===== src/rtl/cmd_decoder_cfg.svh =====
// timing counts, opcodes and reset values for the command decoder
`ifndef CMD_DECODER_CFG_SVH
`define CMD_DECODER_CFG_SVH
`define OP_GAIN_SELF_CAL   8'hf2
`define OP_SYS_OFFSET_CAL  8'hf3
`define OP_SYS_GAIN_CAL    8'hf4
`define OP_SLEEP_EXIT      8'hfb
`define OP_READY_SYNC      8'hfc
`define OP_SLEEP           8'hfd
`define OP_RESET           8'hfe
`define OP_CONT_READ       8'h03
`define OP_HALT_CONT       8'h0f
`define OFFSET_RESET       24'h000000
`define GAIN_RESET         24'h555559
`define MOD_DIV_SLOW       128
`define MOD_DIV_FAST_SHIFT 1
`define DATA_DIV           1280
`define CAL_CYCLES         16
`define READY_LOW_CYCLES   4
`endif


===== src/rtl/cmd_decoder_pkg.sv =====
// types shared by the command decoder files
package cmd_decoder_pkg;
  typedef enum logic [2:0] {
    st_idle   = 3'b000,
    st_cal    = 3'b001,
    st_update = 3'b011,
    st_sleep  = 3'b010
  } mode_t;

  typedef enum logic [1:0] {
    cal_gain_self  = 2'h0,
    cal_sys_offset = 2'h1,
    cal_sys_gain   = 2'h2
  } cal_kind_t;

  typedef struct packed {
    logic        speed;
    logic [1:0]  output_rate_select;
    logic [7:0]  gain;
  } rate_cfg_t;

  typedef struct packed {
    logic [23:0] offset_correction_value;
    logic [23:0] gain_correction_value;
  } coeff_t;
endpackage


===== src/rtl/cmd_decoder.sv =====
// single-byte command decoder with calibration, sleep, sync and reset
`timescale 1ns/1ps
`include "cmd_decoder_cfg.svh"
module cmd_decoder #(
  parameter int CAL_LEN = `CAL_CYCLES
) (
  // clock, reset, enable
  input  wire logic                       clk_in,
  input  wire logic                       rst_b_in,
  input  wire logic                       ce_in,
  // command byte strobe from serial port
  input  wire logic                       cmd_valid_in,
  input  wire logic [7:0]                 cmd_byte_in,
  // configuration from register file
  input  wire cmd_decoder_pkg::rate_cfg_t rate_cfg_in,
  // modulator result and measured calibration values
  input  wire logic signed [23:0]         sample_in,
  input  wire logic [23:0]                cal_measure_in,
  // outputs
  output logic                            data_ready_n_out,
  output logic signed [23:0]              result_out,
  output cmd_decoder_pkg::coeff_t         coeff_out,
  output logic                            continuous_read_mode_out,
  output logic                            sleep_out,
  output logic                            cal_busy_out,
  output logic                            reg_reset_out
);
  //--------------------------------------------------------------------
  // state
  //--------------------------------------------------------------------
  typedef struct packed {
    cmd_decoder_pkg::mode_t     mode;
    cmd_decoder_pkg::cal_kind_t kind;
    logic [7:0]                 cal_cnt;
    logic [2:0]                 ready_cnt;
    cmd_decoder_pkg::coeff_t    coeff;
    logic signed [23:0]         result;
    logic                       ready_n;
    logic                       cont;
    logic                       reg_reset;
  } dec_state_t;

  dec_state_t cur, next_cur;
  logic mod_tick, samp_tick, data_tick, restart;

  //--------------------------------------------------------------------
  // rate generation
  //--------------------------------------------------------------------
  // sync and reset both realign the conversion phase
  assign restart = cmd_valid_in &&
                   (cmd_byte_in == `OP_READY_SYNC ||
                    cmd_byte_in == `OP_RESET);

  rate_timer #(.CNT_W(24)) timer (
    .clk_in       (clk_in),
    .rst_b_in     (rst_b_in),
    .ce_in        (ce_in),
    .restart_in   (restart),
    .cfg_in       (rate_cfg_in),
    .mod_tick_out (mod_tick),
    .samp_tick_out(samp_tick),
    .data_tick_out(data_tick)
  );

  //--------------------------------------------------------------------
  // command decode and sequencing
  //--------------------------------------------------------------------
  always_comb begin
    next_cur = cur;
    next_cur.reg_reset = 1'b0;
    // data-ready low pulse times out back to high
    if (!cur.ready_n) begin
      if (cur.ready_cnt == 3'(`READY_LOW_CYCLES - 1)) begin
        next_cur.ready_n = 1'b1;
      end else begin
        next_cur.ready_cnt = cur.ready_cnt + 3'h1;
      end
    end
    case (cur.mode)
      cmd_decoder_pkg::st_idle: begin
        // new conversion result on each data-rate strobe
        if (data_tick) begin
          next_cur.result = sample_in;
          next_cur.ready_n = 1'b0;
          next_cur.ready_cnt = 3'h0;
        end
      end
      cmd_decoder_pkg::st_cal: begin
        // results withheld until the coefficient is in place
        if (mod_tick) begin
          next_cur.cal_cnt = cur.cal_cnt + 8'h1;
          if (cur.cal_cnt == 8'(CAL_LEN - 1)) begin
            next_cur.mode = cmd_decoder_pkg::st_update;
          end
        end
      end
      cmd_decoder_pkg::st_update: begin
        if (cur.kind == cmd_decoder_pkg::cal_sys_offset) begin
          next_cur.coeff.offset_correction_value = cal_measure_in;
        end else begin
          next_cur.coeff.gain_correction_value = cal_measure_in;
        end
        next_cur.mode = cmd_decoder_pkg::st_idle;
        next_cur.ready_n = 1'b0;
        next_cur.ready_cnt = 3'h0;
      end
      cmd_decoder_pkg::st_sleep: begin
        next_cur.ready_n = 1'b1;
      end
      default: begin
        next_cur.mode = cmd_decoder_pkg::st_idle;
      end
    endcase
    // opcodes; in sleep only sleep_exit_command and reset are honoured
    if (cmd_valid_in) begin
      if (cmd_byte_in == `OP_RESET) begin
        next_cur.coeff.offset_correction_value = `OFFSET_RESET;
        next_cur.coeff.gain_correction_value = `GAIN_RESET;
        next_cur.cont = 1'b0;
        next_cur.mode = cmd_decoder_pkg::st_idle;
        next_cur.ready_n = 1'b1;
        next_cur.reg_reset = 1'b1;
      end else if (cur.mode == cmd_decoder_pkg::st_sleep) begin
        if (cmd_byte_in == `OP_SLEEP_EXIT) begin
          next_cur.mode = cmd_decoder_pkg::st_idle;
        end
      end else if (cmd_byte_in == `OP_SLEEP) begin
        next_cur.mode = cmd_decoder_pkg::st_sleep;
        next_cur.ready_n = 1'b1;
      end else if (cmd_byte_in == `OP_HALT_CONT) begin
        next_cur.cont = 1'b0;
      end else if (cmd_byte_in == `OP_CONT_READ) begin
        next_cur.cont = 1'b1;
      end else if (cmd_byte_in == `OP_READY_SYNC) begin
        next_cur.ready_n = 1'b1;
      end else if (cur.mode == cmd_decoder_pkg::st_idle &&
                   (cmd_byte_in == `OP_GAIN_SELF_CAL ||
                    cmd_byte_in == `OP_SYS_OFFSET_CAL ||
                    cmd_byte_in == `OP_SYS_GAIN_CAL)) begin
        next_cur.mode = cmd_decoder_pkg::st_cal;
        next_cur.cal_cnt = 8'h0;
        next_cur.ready_n = 1'b1;
        if (cmd_byte_in == `OP_SYS_OFFSET_CAL) begin
          next_cur.kind = cmd_decoder_pkg::cal_sys_offset;
        end else if (cmd_byte_in == `OP_SYS_GAIN_CAL) begin
          next_cur.kind = cmd_decoder_pkg::cal_sys_gain;
        end else begin
          next_cur.kind = cmd_decoder_pkg::cal_gain_self;
        end
      end
      // any other byte falls through unchanged
    end
  end

  //--------------------------------------------------------------------
  // registers
  //--------------------------------------------------------------------
  // synchronous reset to power-up values
  always_ff @(posedge clk_in) begin
    if (!rst_b_in) begin
      cur <= '{mode: cmd_decoder_pkg::st_idle,
               kind: cmd_decoder_pkg::cal_gain_self,
               cal_cnt: 8'h0, ready_cnt: 3'h0,
               coeff: '{`OFFSET_RESET, `GAIN_RESET},
               result: 24'h000000, ready_n: 1'b1,
               cont: 1'b0, reg_reset: 1'b0};
    end else if (ce_in) begin
      cur <= next_cur;
    end
  end

  assign data_ready_n_out = cur.ready_n;
  assign result_out = cur.result;
  assign coeff_out = cur.coeff;
  assign continuous_read_mode_out = cur.cont;
  assign sleep_out = (cur.mode == cmd_decoder_pkg::st_sleep);
  assign cal_busy_out = (cur.mode == cmd_decoder_pkg::st_cal) ||
                        (cur.mode == cmd_decoder_pkg::st_update);
  assign reg_reset_out = cur.reg_reset;
endmodule


===== src/rtl/rate_timer.sv =====
// modulator, sample and output-rate strobes derived from the oscillator
`timescale 1ns/1ps
`include "cmd_decoder_cfg.svh"
module rate_timer #(
  parameter int CNT_W = 24
) (
  // clock, reset, enable
  input  wire logic                      clk_in,
  input  wire logic                      rst_b_in,
  input  wire logic                      ce_in,
  // control
  input  wire logic                      restart_in,
  input  wire cmd_decoder_pkg::rate_cfg_t cfg_in,
  // strobes
  output logic                           mod_tick_out,
  output logic                           samp_tick_out,
  output logic                           data_tick_out
);
  typedef struct packed {
    logic [CNT_W-1:0] mod_cnt;
    logic [CNT_W-1:0] samp_cnt;
    logic [CNT_W-1:0] data_cnt;
    logic             mod_tick;
    logic             samp_tick;
    logic             data_tick;
  } timer_state_t;

  timer_state_t cur, next_cur;
  logic [CNT_W-1:0] mod_div, samp_div, data_div;

  // divider selection from speed, gain and rate field
  always_comb begin
    mod_div = CNT_W'(`MOD_DIV_SLOW) << cfg_in.speed;
    data_div = (mod_div * CNT_W'(`DATA_DIV)) << cfg_in.output_rate_select;
    if (cfg_in.gain >= 8'h40) begin
      samp_div = mod_div >> 3;
    end else if (cfg_in.gain == 8'h20) begin
      samp_div = mod_div >> 2;
    end else if (cfg_in.gain == 8'h10) begin
      samp_div = mod_div >> 1;
    end else begin
      samp_div = mod_div;
    end
  end

  // free counters; restart realigns all three phases
  always_comb begin
    next_cur = cur;
    next_cur.mod_tick = 1'b0;
    next_cur.samp_tick = 1'b0;
    next_cur.data_tick = 1'b0;
    if (restart_in) begin
      next_cur.mod_cnt = '0;
      next_cur.samp_cnt = '0;
      next_cur.data_cnt = '0;
    end else begin
      next_cur.mod_cnt = cur.mod_cnt + 1'b1;
      next_cur.samp_cnt = cur.samp_cnt + 1'b1;
      next_cur.data_cnt = cur.data_cnt + 1'b1;
      if (cur.mod_cnt >= mod_div - 1'b1) begin
        next_cur.mod_cnt = '0;
        next_cur.mod_tick = 1'b1;
      end
      if (cur.samp_cnt >= samp_div - 1'b1) begin
        next_cur.samp_cnt = '0;
        next_cur.samp_tick = 1'b1;
      end
      if (cur.data_cnt >= data_div - 1'b1) begin
        next_cur.data_cnt = '0;
        next_cur.data_tick = 1'b1;
      end
    end
  end

  // state register
  always_ff @(posedge clk_in) begin
    if (!rst_b_in) begin
      cur <= '0;
    end else if (ce_in) begin
      cur <= next_cur;
    end
  end

  assign mod_tick_out = cur.mod_tick;
  assign samp_tick_out = cur.samp_tick;
  assign data_tick_out = cur.data_tick;
endmodule


===== config.mk =====
export PLATFORM = sky130hd
export DESIGN_NAME = cmd_decoder
export DESIGN_NICKNAME = d
export VERILOG_FILES = /design/src/rtl/cmd_decoder_pkg.sv /design/src/rtl/cmd_decoder.sv /design/src/rtl/rate_timer.sv
export VERILOG_INCLUDE_DIRS = /design/src /design/src/rtl
export SDC_FILE = /design/constraint.sdc
export NUM_CORES = 1
export LEC_CHECK = 0
export BUFFER_PORTS_ARGS = -buffer_cell sky130_fd_sc_hd__buf_4
export CAP_MARGIN = 20
export CORE_ASPECT_RATIO = 0.7
export CORE_MARGIN = 1
export CORE_UTILIZATION = 50
export CTS_CLUSTER_SIZE = 40
export DETAILED_ROUTE_END_ITERATION = 6
export PLACE_DENSITY = 0.78
export SYNTH_ARGS = -nofsm -noshare
export SYNTH_HDL_FRONTEND = slang
export SYNTH_SLANG_ARGS = --single-unit

===== constraint.sdc =====
create_clock -name clk_in -period 4.1 [get_ports clk_in]
set_clock_uncertainty 0.15 [all_clocks]
set_input_delay 0.41 -clock clk_in [delete_from_list [all_inputs] [get_ports clk_in]]
set_output_delay 0.41 -clock clk_in [all_outputs]
set_load 0.03 [all_outputs]

Word level (Yosys, flattened, before mapping):

Cells that the tools add are included.

* word-level logic and storage cells: 122
* output and inout port bits: 77
* flip-flop bits (word level): 165
* bits of input ports: 71

* reductions and logical operators: 12
* $lt $le $gt $ge: 4
* equality and inequality tests: 19
* shift operators: 2
* bitwise operators: 6
* mux-type cells: 55
* multiply operators: 1
* $add $sub $neg: 8

Operators by type and width (number)
* $mux 24: 8
* $mux 48: 3
* $add 24x1->24 const B: 3
* $ge 24x24->1: 3
* $mux 72: 1
* $sub 24x1->24 const B: 3
* $mux 13: 5
* $eq 8x8->1 const B: 7
* $mux 3: 11
* $mux 10: 3
* $mul 24x3->16 const B: 1
* $shl 24x2->24: 1
* $shl 8x1->24 const A: 1
* $eq 8x4->1 const B: 2
* $mux 8: 2
* $mux 1: 15
* $pmux 3 s2: 2
* $eq 3x2->1 const B: 3
* $reduce_and 9->1: 1
* $add 8x1->8 const B: 1
* $eq 8x2->1 const B: 1
* $eq 8x5->1 const B: 1
* $eq 8x6->1 const B: 1
* $ge 8x7->1 const B: 1
* 15 further kinds: 27

Depth between registers and ports, before layout:

Gate-level depths: netlist (run 1).

* depth after elaboration: 13
* depth in mapped cells: 12
* gate-level depth less buffers: 10

Modules after synthesis:

Synthesis (run 1) repeated with hierarchy kept, for this count alone.

* cell total of the unflattened synthesis: 1097
* area, all modules: 8804.7 um^2

Modules (own cells, without submodules)
* rate_timer: sequential area each 1501.4 um^2, instances 1, area each 4528.1 um^2, cells an instance 564
* cmd_decoder: sequential area each 1821.7 um^2, instances 1, area each 4276.6 um^2, cells an instance 533

Worst setup path before layout (run 1):

No wires, ideal clock.

* path kind: input port to flip-flop
* start: input rate_cfg_in[8] in the netlist's numbering
* end: register timer.cur[23] in the netlist's numbering
* buffers on the path: 2
* setup slack: 1494 ps
* stages on the path: 12
* data required time: 3878 ps
* setup time: 72 ps
* data arrival time: 2384 ps
* cell sequence: inv_1 -> ha_1 -> nor2b_1 -> a21oi_1 -> ha_1 -> a211oi_1 -> o21ai_0 -> o211ai_1 -> buf_6 -> buf_2 -> nand4_1 -> mux2i_1

* longest elaborated chain between the ends: 5

RTL lines
* start, declared: RTL line cmd_decoder.sv:15 `input wire cmd_decoder_pkg::rate_cfg_t rate_cfg_in,`
* $shl 24x2->24: RTL line rate_timer.sv:34 `` data_div = (mod_div * CNT_W'(`DATA_DIV)) << cfg_in.output_rate_select; ``
* $sub 24x1->24: RTL line rate_timer.sv:68 `if (cur.data_cnt >= data_div - 1'b1) begin`
* $ge 24x24->1: RTL line rate_timer.sv:68
* $mux 24: RTL line rate_timer.sv:68
* $mux 72: RTL line rate_timer.sv:52 `if (restart_in) begin`
* end signal, assigned: RTL line rate_timer.sv:80 `cur <= next_cur;`
* end, declared: RTL line rate_timer.sv:28 `timer_state_t cur, next_cur;`

Every way passes these cells.
A chain may end at the register's enable or synchronous reset.

Worst setup path after layout (run 1):

* start: input rate_cfg_in[10] in the netlist's numbering
* end: register timer.cur[12] in the netlist's numbering

* longest elaborated chain between the ends: 7

RTL lines
* $shl 8x1->24: RTL line rate_timer.sv:33 `` mod_div = CNT_W'(`MOD_DIV_SLOW) << cfg_in.speed; ``
* $mul 24x3->16: RTL line rate_timer.sv:34
* $shl 24x2->24: RTL line rate_timer.sv:34
* $sub 24x1->24: RTL line rate_timer.sv:68
* $ge 24x24->1: RTL line rate_timer.sv:68
* $mux 24: RTL line rate_timer.sv:68
* $mux 72: RTL line rate_timer.sv:52

Every way passes these cells.

==> summary.md, run 1 <==
| Metric | Value |
|---|---|
| Post-CTS Setup Repair Bufs | 0 |
| Setup_tns | 0 ns |
| Layout area overhead | 17.62% |
| Worst Path Class, Setup | in2reg |
| DIE AREA | 14230 µm² |
| Fin Hold WS | 0.04899 ns |
| GRT Total Usage | 0.2271 |
| Root buf cell | clkbuf_16 |
| Synth top cells by count | nand2_1 (189), dfxtp_1 (141), a21oi_1 (79), buf_4 (73), nand3_1 (43) |
| Post-synth top flop | dfxtp_1 |
| Vias in the first global route | approximately 5300 |
| Row count | 35 |
| Startpoint Class | input pin |
| Reg clk slew, reported paths | ~0.060 ns |
| Cell Area, Synth | 6873 µm² |
| Sinks on Clock Net | ~140 |
| DR pass1 iterations | 5 |
| Worst VDD drop | ~0.28 mV |
| RSZ-0062 raised after global routing | no |
| Fin area | between 8000 and 9000 µm² |
| Dpl cell area | around 7500 µm² |
| Hold Path Sink | coeff_out[22] |
| Reg2reg setup slack | roughly 1.6 ns |
| CTS tree | done |
| Pwr dens | 377.2 nW/µm² |
| Ports | 148 |
| Drt drc | 0 |
| GP Congestion | between 0.8 and 0.9 |
| Global route total overflow | 0 |
| Via count | 5958 |
| H-tree Lvls | 4 |
| Nets@finish | 1006 |
| Share of cells above drive strength 1 | 0.2073 |
| Leak | between 3 and 4 nW |
| Pre-CTS setup slack | between 0.9 and 1 ns |
| Synth top area cells | dfxtp_1 (41%), nand2_1 (10%), buf_4 (8.0%), a21oi_1 (5.8%), nand3_1 (3.1%) |
| Setup violators final | 0 |
| CP Data Arrival Time | approximately 2.8 ns |
| Filler cells | between 1000 and 1500 |
| Max clock buf depth | 2 |
| Crit share post-route | 0.6540 |
| Worst skew pair latency | between 0.4 and 0.5 ns |
| Initial antenna violation count | 0 |
| Core area | 13270 µm² |
| Die width | 142.1 µm |
| Hold_sp | cal_measure_in[22] |
| Reg2reg end | timer.cur[14] |
| Most common cell in the netlist | nand2_1 |
| Detail Route Antenna Nets | 0 |
| Slew @ Worst Pin | about 0.91 ns |
| RR Startpoint | timer.cur[3] |
| Yosys warns | 0 |
| WP data required | roughly 4.3 ns |
| Syn avg cell area | 7.945 µm² |
| Crit path time final | ~2.7 ns |
| Status | finished, final reports clean |
| Hold buffer count at cts | 0 |
| Cell count after synthesis | 865 |
| Register area share after synthesis | 0.4107 |
| Iter 0 DRT Violations | around 480 |
| Via/cell ratio | between 5 and 6 |
| Crit. End Element | register |
| Largest area contributor in the netlist | dfxtp_1 |
| Max Cap Viol | 0 |
| Largest net degree at the start of global routing | between 40 and 50 |
| Initial Util | 0.5180 |
| Fin worst setup slack | roughly 1.4 ns |
| Final Hold Viols | 0 |
| Distinct cells, synth | slightly above 60 |
| Headroom to the max-slew limit | 0.3909 |
| Final max-slew violation count | 0 |
| R2R depth | 7 |
| TritonCTS buffer count | 17 |
| PortBufs | around 140 |
| HP Class | in2reg |
| HPWL Detailed | between 10000 and 15000 µm |
| Async SR Flop Fraction | 0 |
| CP max FO | 10 |
| EDFF count, synth | 0 |
| F_max | between 0.3 and 0.4 GHz |
| Diodes inserted | 0 |
| CTS resizes | 0 |
| Die Y | 100.1 µm |
| Hold Crit Depth | 3 |
| #FFs+latches synth | between 100 and 150 |
| Yosys top cell area share | 0.4107 |
| Routed wire length | 15580 µm |
| WL/cell | 13.96 µm |
| First-pass GRT wire length | around 26000 µm |
-- per-layer routing --
| layer | GRT usage | vias up | share of wire |
|---|---|---|---|
| li1 | - | 3029 | - |
| met1 | 0.3232 | 2711 | 0.48 |
| met2 | 0.3318 | 201 | 0.43 |
| met3 | 0.05964 | 17 | 0.074 |
| met4 | 0.07610 | 0 | 0.012 |
| met5 | 0 | - | 0 |
-- state kept, by name (all words and copies together), names as in the netlist --
signal / count
cur: 16
timer.data_tick_out: 1
timer.mod_tick_out: 1
reg_reset_out: 1
coeff_out: 48
continuous_read_mode_out: 1
data_ready_n_out: 1
timer.cur: 48
result_out: 24
-- critical path, stage by stage --
cell and delay [ns]:
buf_4 0.12, inv_1 0.10, ha_1 0.30, nor2b_1 0.18, a21oi_1 0.09, ha_1 0.29
a211oi_1 0.28, o21ai_0 0.13, o211ai_1 0.24, nand2_1 0.30, o311ai_0 0.40
-- logic make-up after synthesis --
| logic type | count (synthesis) | share of synthesized area |
|---|---|---|
| simple gates | 393 | 0.2743 |
| compound gates | 150 | 0.1247 |
| flops | 141 | 0.4107 |
| buf+inv | 131 | 0.1165 |
| xor+xnor | 24 | 0.03058 |
| fa+ha+maj | 17 | 0.03095 |
| mux | 8 | 0.01165 |
| other cells | 1 | 0.0005456 |
-- report_power, final --
group | leakage (nW) | internal (mW) | switching, mW | total [mW]
Sequential | 1.14 | 1.37 | 0.00608 | 1.38
Combinational | 1.73 | 0.0654 | 0.0769 | 0.142
Clock | 0.271 | 0.905 | 0.622 | 1.53
Total | 3.13 | 2.34 | 0.705 | 3.05
-- placed cells by master, fill, tap and decap left out, types with 3 or more instances in the layout --
cell and n:
a211oi_1 3, a21oi_1 78, a31oi_1 14, a32oi_1 6, and3_1 9, and4_1 9, buf_4 148, clkbuf_16 17
clkinvlp_4 5, dfxtp_1 141, ha_1 17, inv_1 14, inv_6 5, mux2i_1 8, nand2_1 189, nand2b_1 10
nand3_1 43, nand4_1 24, nor2_1 38, nor2b_1 4, nor3_1 27, nor3b_1 4, nor4_1 9, o211ai_1 5
o21ai_0 23, o21ai_1 5, or2_2 3, xnor2_1 10, xor2_1 14
-- layout make-up --
type,count,area [µm²],area share
tap,185,231.5,0.02863
timing repair buffer,149,1126,0.1393
clock inverter,14,158.9,0.01966
multi-input combinational,594,3259,0.4032
inverter,15,56.30,0.006965
clock buffer,18,429.2,0.05309
sequential,141,2823,0.3492
-- through the flow --
stage | total power [mW] | util | std cells
global placement | 1.550 | 0.5638 | 1083
CTS | 3.070 | 0.6092 | 1116
floorplan | 1.478 | - | 866
global route | 3.146 | 0.6092 | 1116
detailed placement | 1.551 | 0.5649 | 1084
finish | 3.050 | 0.6092 | 1116
-- worst max-delay path by stage --
stage,endpoint,cells past startpoint,slack (ns),start
2_1_floorplan,timer.cur[23],12,1.49,rate_cfg_in[8]
4_1_cts,timer.cur[12],11,1.41,rate_cfg_in[10]
3_3_place_gp,timer.cur[12],11,1.12,rate_cfg_in[10]
3_5_place_dp,timer.cur[12],11,0.97,rate_cfg_in[10]
5_1_grt,timer.cur[12],11,1.17,rate_cfg_in[10]
6_report,timer.cur[12],11,1.42,rate_cfg_in[10]
Note: power is estimated with default switching activity, not from simulation.
==> inputs of run 2 (changes only) <==
==> constraint.sdc (replaced) <==
create_clock -name clk_in -period 2.7 [get_ports clk_in]
set_clock_uncertainty 0.15 [all_clocks]
set_input_delay 0.27 -clock clk_in [delete_from_list [all_inputs] [get_ports clk_in]]
set_output_delay 0.27 -clock clk_in [all_outputs]
set_load 0.03 [all_outputs]
==> summary.md, run 2 (same netlist as run 1, synthesis figures left out) <==
| Metric | Value |
|---|---|
| Row count | 35 (unchanged) |
| Setup violators final | 0 (unchanged) |
| Initial antenna violation count | 0 (unchanged) |
| Most frequent cells in the layout | nand2_1 (189), buf_4 (160), dfxtp_1 (141) (was nand2_1 (189), buf_4 (148), dfxtp_1 (141)) |
| TritonCTS buffer count | 17 (unchanged) |
| Via count | 6260 (was 5958) |
| CP Data Arrival Time | 2.54 ns (was 2.84 ns) |
| Sinks on Clock Net | 141 (unchanged) |
| RSZ-0062 raised after global routing | no (unchanged) |
| WP data required | 2.88 ns (was 4.26 ns) |
| Post-layout util | 0.6537 (was 0.6092) |
| Clock share of power | 0.503 (was 0.501) |
| Status | finished, final reports clean (unchanged) |
| Fin area | 8675 µm² (was 8084 µm²) |
| Detail Route Antenna Nets | 0 (unchanged) |
| Crit share post-route | 0.8717 |
| Layout area overhead | 26.22% (was 17.62%) |
| Filler cells | 1057 (was 1150) |
| Fin worst setup slack | 0.3463 ns (was 1.418 ns) |
| HPWL Detailed | 11090 µm (was 10790 µm) |
| Root buf cell | clkbuf_16 (unchanged) |
| WL/cell | 14.39 µm (was 13.96 µm) |
| CP max FO | 9 (was 10) |
| Reg power frac | 0.437 (was 0.453) |
| Pwr dens | 552.8 nW/µm² (was 377.2 nW/µm²) |
| Share of cells above drive strength 1 | 0.2059 (was 0.2073) |
| F_max | about 0.42 GHz |
| H-tree Lvls | 4 (unchanged) |
| Max clock buf depth | 2 (unchanged) |
| Final Power | 4.795 mW (was 3.050 mW) |
| Pre-CTS setup slack | -0.07979 ns (was 0.9694 ns) |
| Ports | 148 (unchanged) |
| Die Y | 100.1 µm (unchanged) |
| CTS tree | done (unchanged) |
| Worst skew pair latency | 0.41 ns (was 0.42 ns) |
| HP Class | in2reg (unchanged) |
| Global route total overflow | 0 (unchanged) |
| Die width | 142.1 µm (unchanged) |
| Slew @ Worst Pin | 0.9189 ns (was 0.9103 ns) |
| Reg clk slew, reported paths | 0.06 ns (about the same) |
| DR pass1 iterations | 5 (unchanged) |
| Core area | 13270 µm² (unchanged) |
| Largest net degree at the start of global routing | 50 (was 45) |
| Area occupied by multi-input gates | 3259 µm² (unchanged) |
| Switching Share | 0.2259 (was 0.2311) |
| FF+latch area | 2823 µm² (unchanged) |
| Nets@finish | 1066 (was 1006) |
| Worst Path Class, Setup | in2reg (unchanged) |
| Final max-slew violation count | 0 (unchanged) |
| Sw Pwr | 1.083 mW (was 0.7048 mW) |
| Dpl cell area | 7571 µm² (was 7496 µm²) |
| Commonest non-fill, non-tap cell in the layout | nand2_1 (unchanged) |
| Pint | 3.712 mW (was 2.345 mW) |
| Startpoint Class | input pin (unchanged) |
| Headroom to the max-slew limit | 0.3852 (was 0.3909) |
| Routed wire length | 16930 µm (was 15580 µm) |
| Initial Util | 0.5180 (unchanged) |
| GRT Total Usage | 0.2450 (was 0.2271) |
| Comb power frac | 0.060 (was 0.047) |
| Drt drc | 0 (unchanged) |
| Iter 0 DRT Violations | 565 (was 479) |
| PortBufs | 139 (unchanged) |
| DIE AREA | 14230 µm² (unchanged) |
| Final Hold Viols | 0 (unchanged) |
| Leak | 3.403 nW (was 3.132 nW) |
| First-pass GRT wire length | 27940 µm (was 25850 µm) |
| Crit path time final | approximately 2.4 ns |
| Crit. End Element | register (unchanged) |
| GP Congestion | 0.8462 (was 0.8280) |
| Via/cell ratio | 5.323 (was 5.339) |
| Diodes inserted | 0 (unchanged) |
| Vias in the first global route | 5892 (was 5325) |
| Worst VDD drop | 0.4934 mV (was 0.2828 mV) |
| Max Cap Viol | 0 (unchanged) |
==> run 2: final cells by class <==
cell class              instances  share of cell area
inverters                      15            0.006491
clock inverters                14             0.02120
clock buffers                  18             0.04947
multi-input cells             594              0.3757
well taps                     185             0.02668
repair buffers                209              0.1950
flip-flops and latches        141              0.3254
==> run 2: critical path, stage by stage <==
cell	delay (ns)
buf_4	0.12
inv_1	0.08
ha_1	0.24
nor2b_1	0.20
a21oi_1	0.10
ha_1	0.30
a211oi_1	0.27
o21ai_0	0.13
o211ai_1	0.31
nand2_1	0.15
buf_4	0.20
o211ai_1	0.17
==> run 2: metrics by stage <==
| stage | hold slack (ns) | setup TNS (ns) | cells |
|---|---|---|---|
| after floorplan | 0.2422 | 0 | 866 |
| after global placement | 0.2794 | 0 | 1095 |
| after detailed placement | 0.2967 | -0.7251 | 1095 |
| after CTS | 0.03475 | 0 | 1176 |
| after global routing | 0.04313 | 0 | 1176 |
| final | 0.05485 | 0 | 1176 |
==> run 2: power by group through the flow <==
stage,sequential (mW),combinational (mW),clock (mW)
2_1_floorplan,2.14,0.107,0
3_3_place_gp,2.14,0.218,0
3_5_place_dp,2.14,0.223,0
4_1_cts,2.10,0.282,2.44
5_1_grt,2.10,0.310,2.55
6_report,2.10,0.287,2.41
==> run 2: path summary, 6_finish.rpt <==
kind	to	from	slack, ns	cells after the start
worst min-delay path	cur[86]	cmd_byte_in[1]	0.05	3
worst min register to register	result_out[19]	result_out[19]	0.30	2
worst max-delay path	timer.cur[20]	rate_cfg_in[10]	0.35	12
worst max register to register	timer.cur[13]	timer.cur[3]	0.45	7
==> run 2: routing by layer <==
metal | routed length (µm) | vias to the layer above | global-route usage | part of all wire
met4 | 371 | 0 | 0.09098 | 0.022
met5 | 0 | - | 0 | 0
met3 | 928 | 29 | 0.05439 | 0.055
met2 | 7510 | 190 | 0.3707 | 0.44
met1 | 8118 | 2893 | 0.3414 | 0.48
li1 | - | 3148 | - | -
==> run 2: what timing repair did <==
| item | in CTS | in global routing |
|---|---|---|
| setup buffers | 0 | 0 |
| gates resized for setup | 0 | 0 |
| hold buffers | 49 | 0 |
| hold endpoints to repair | 73 | 0 |
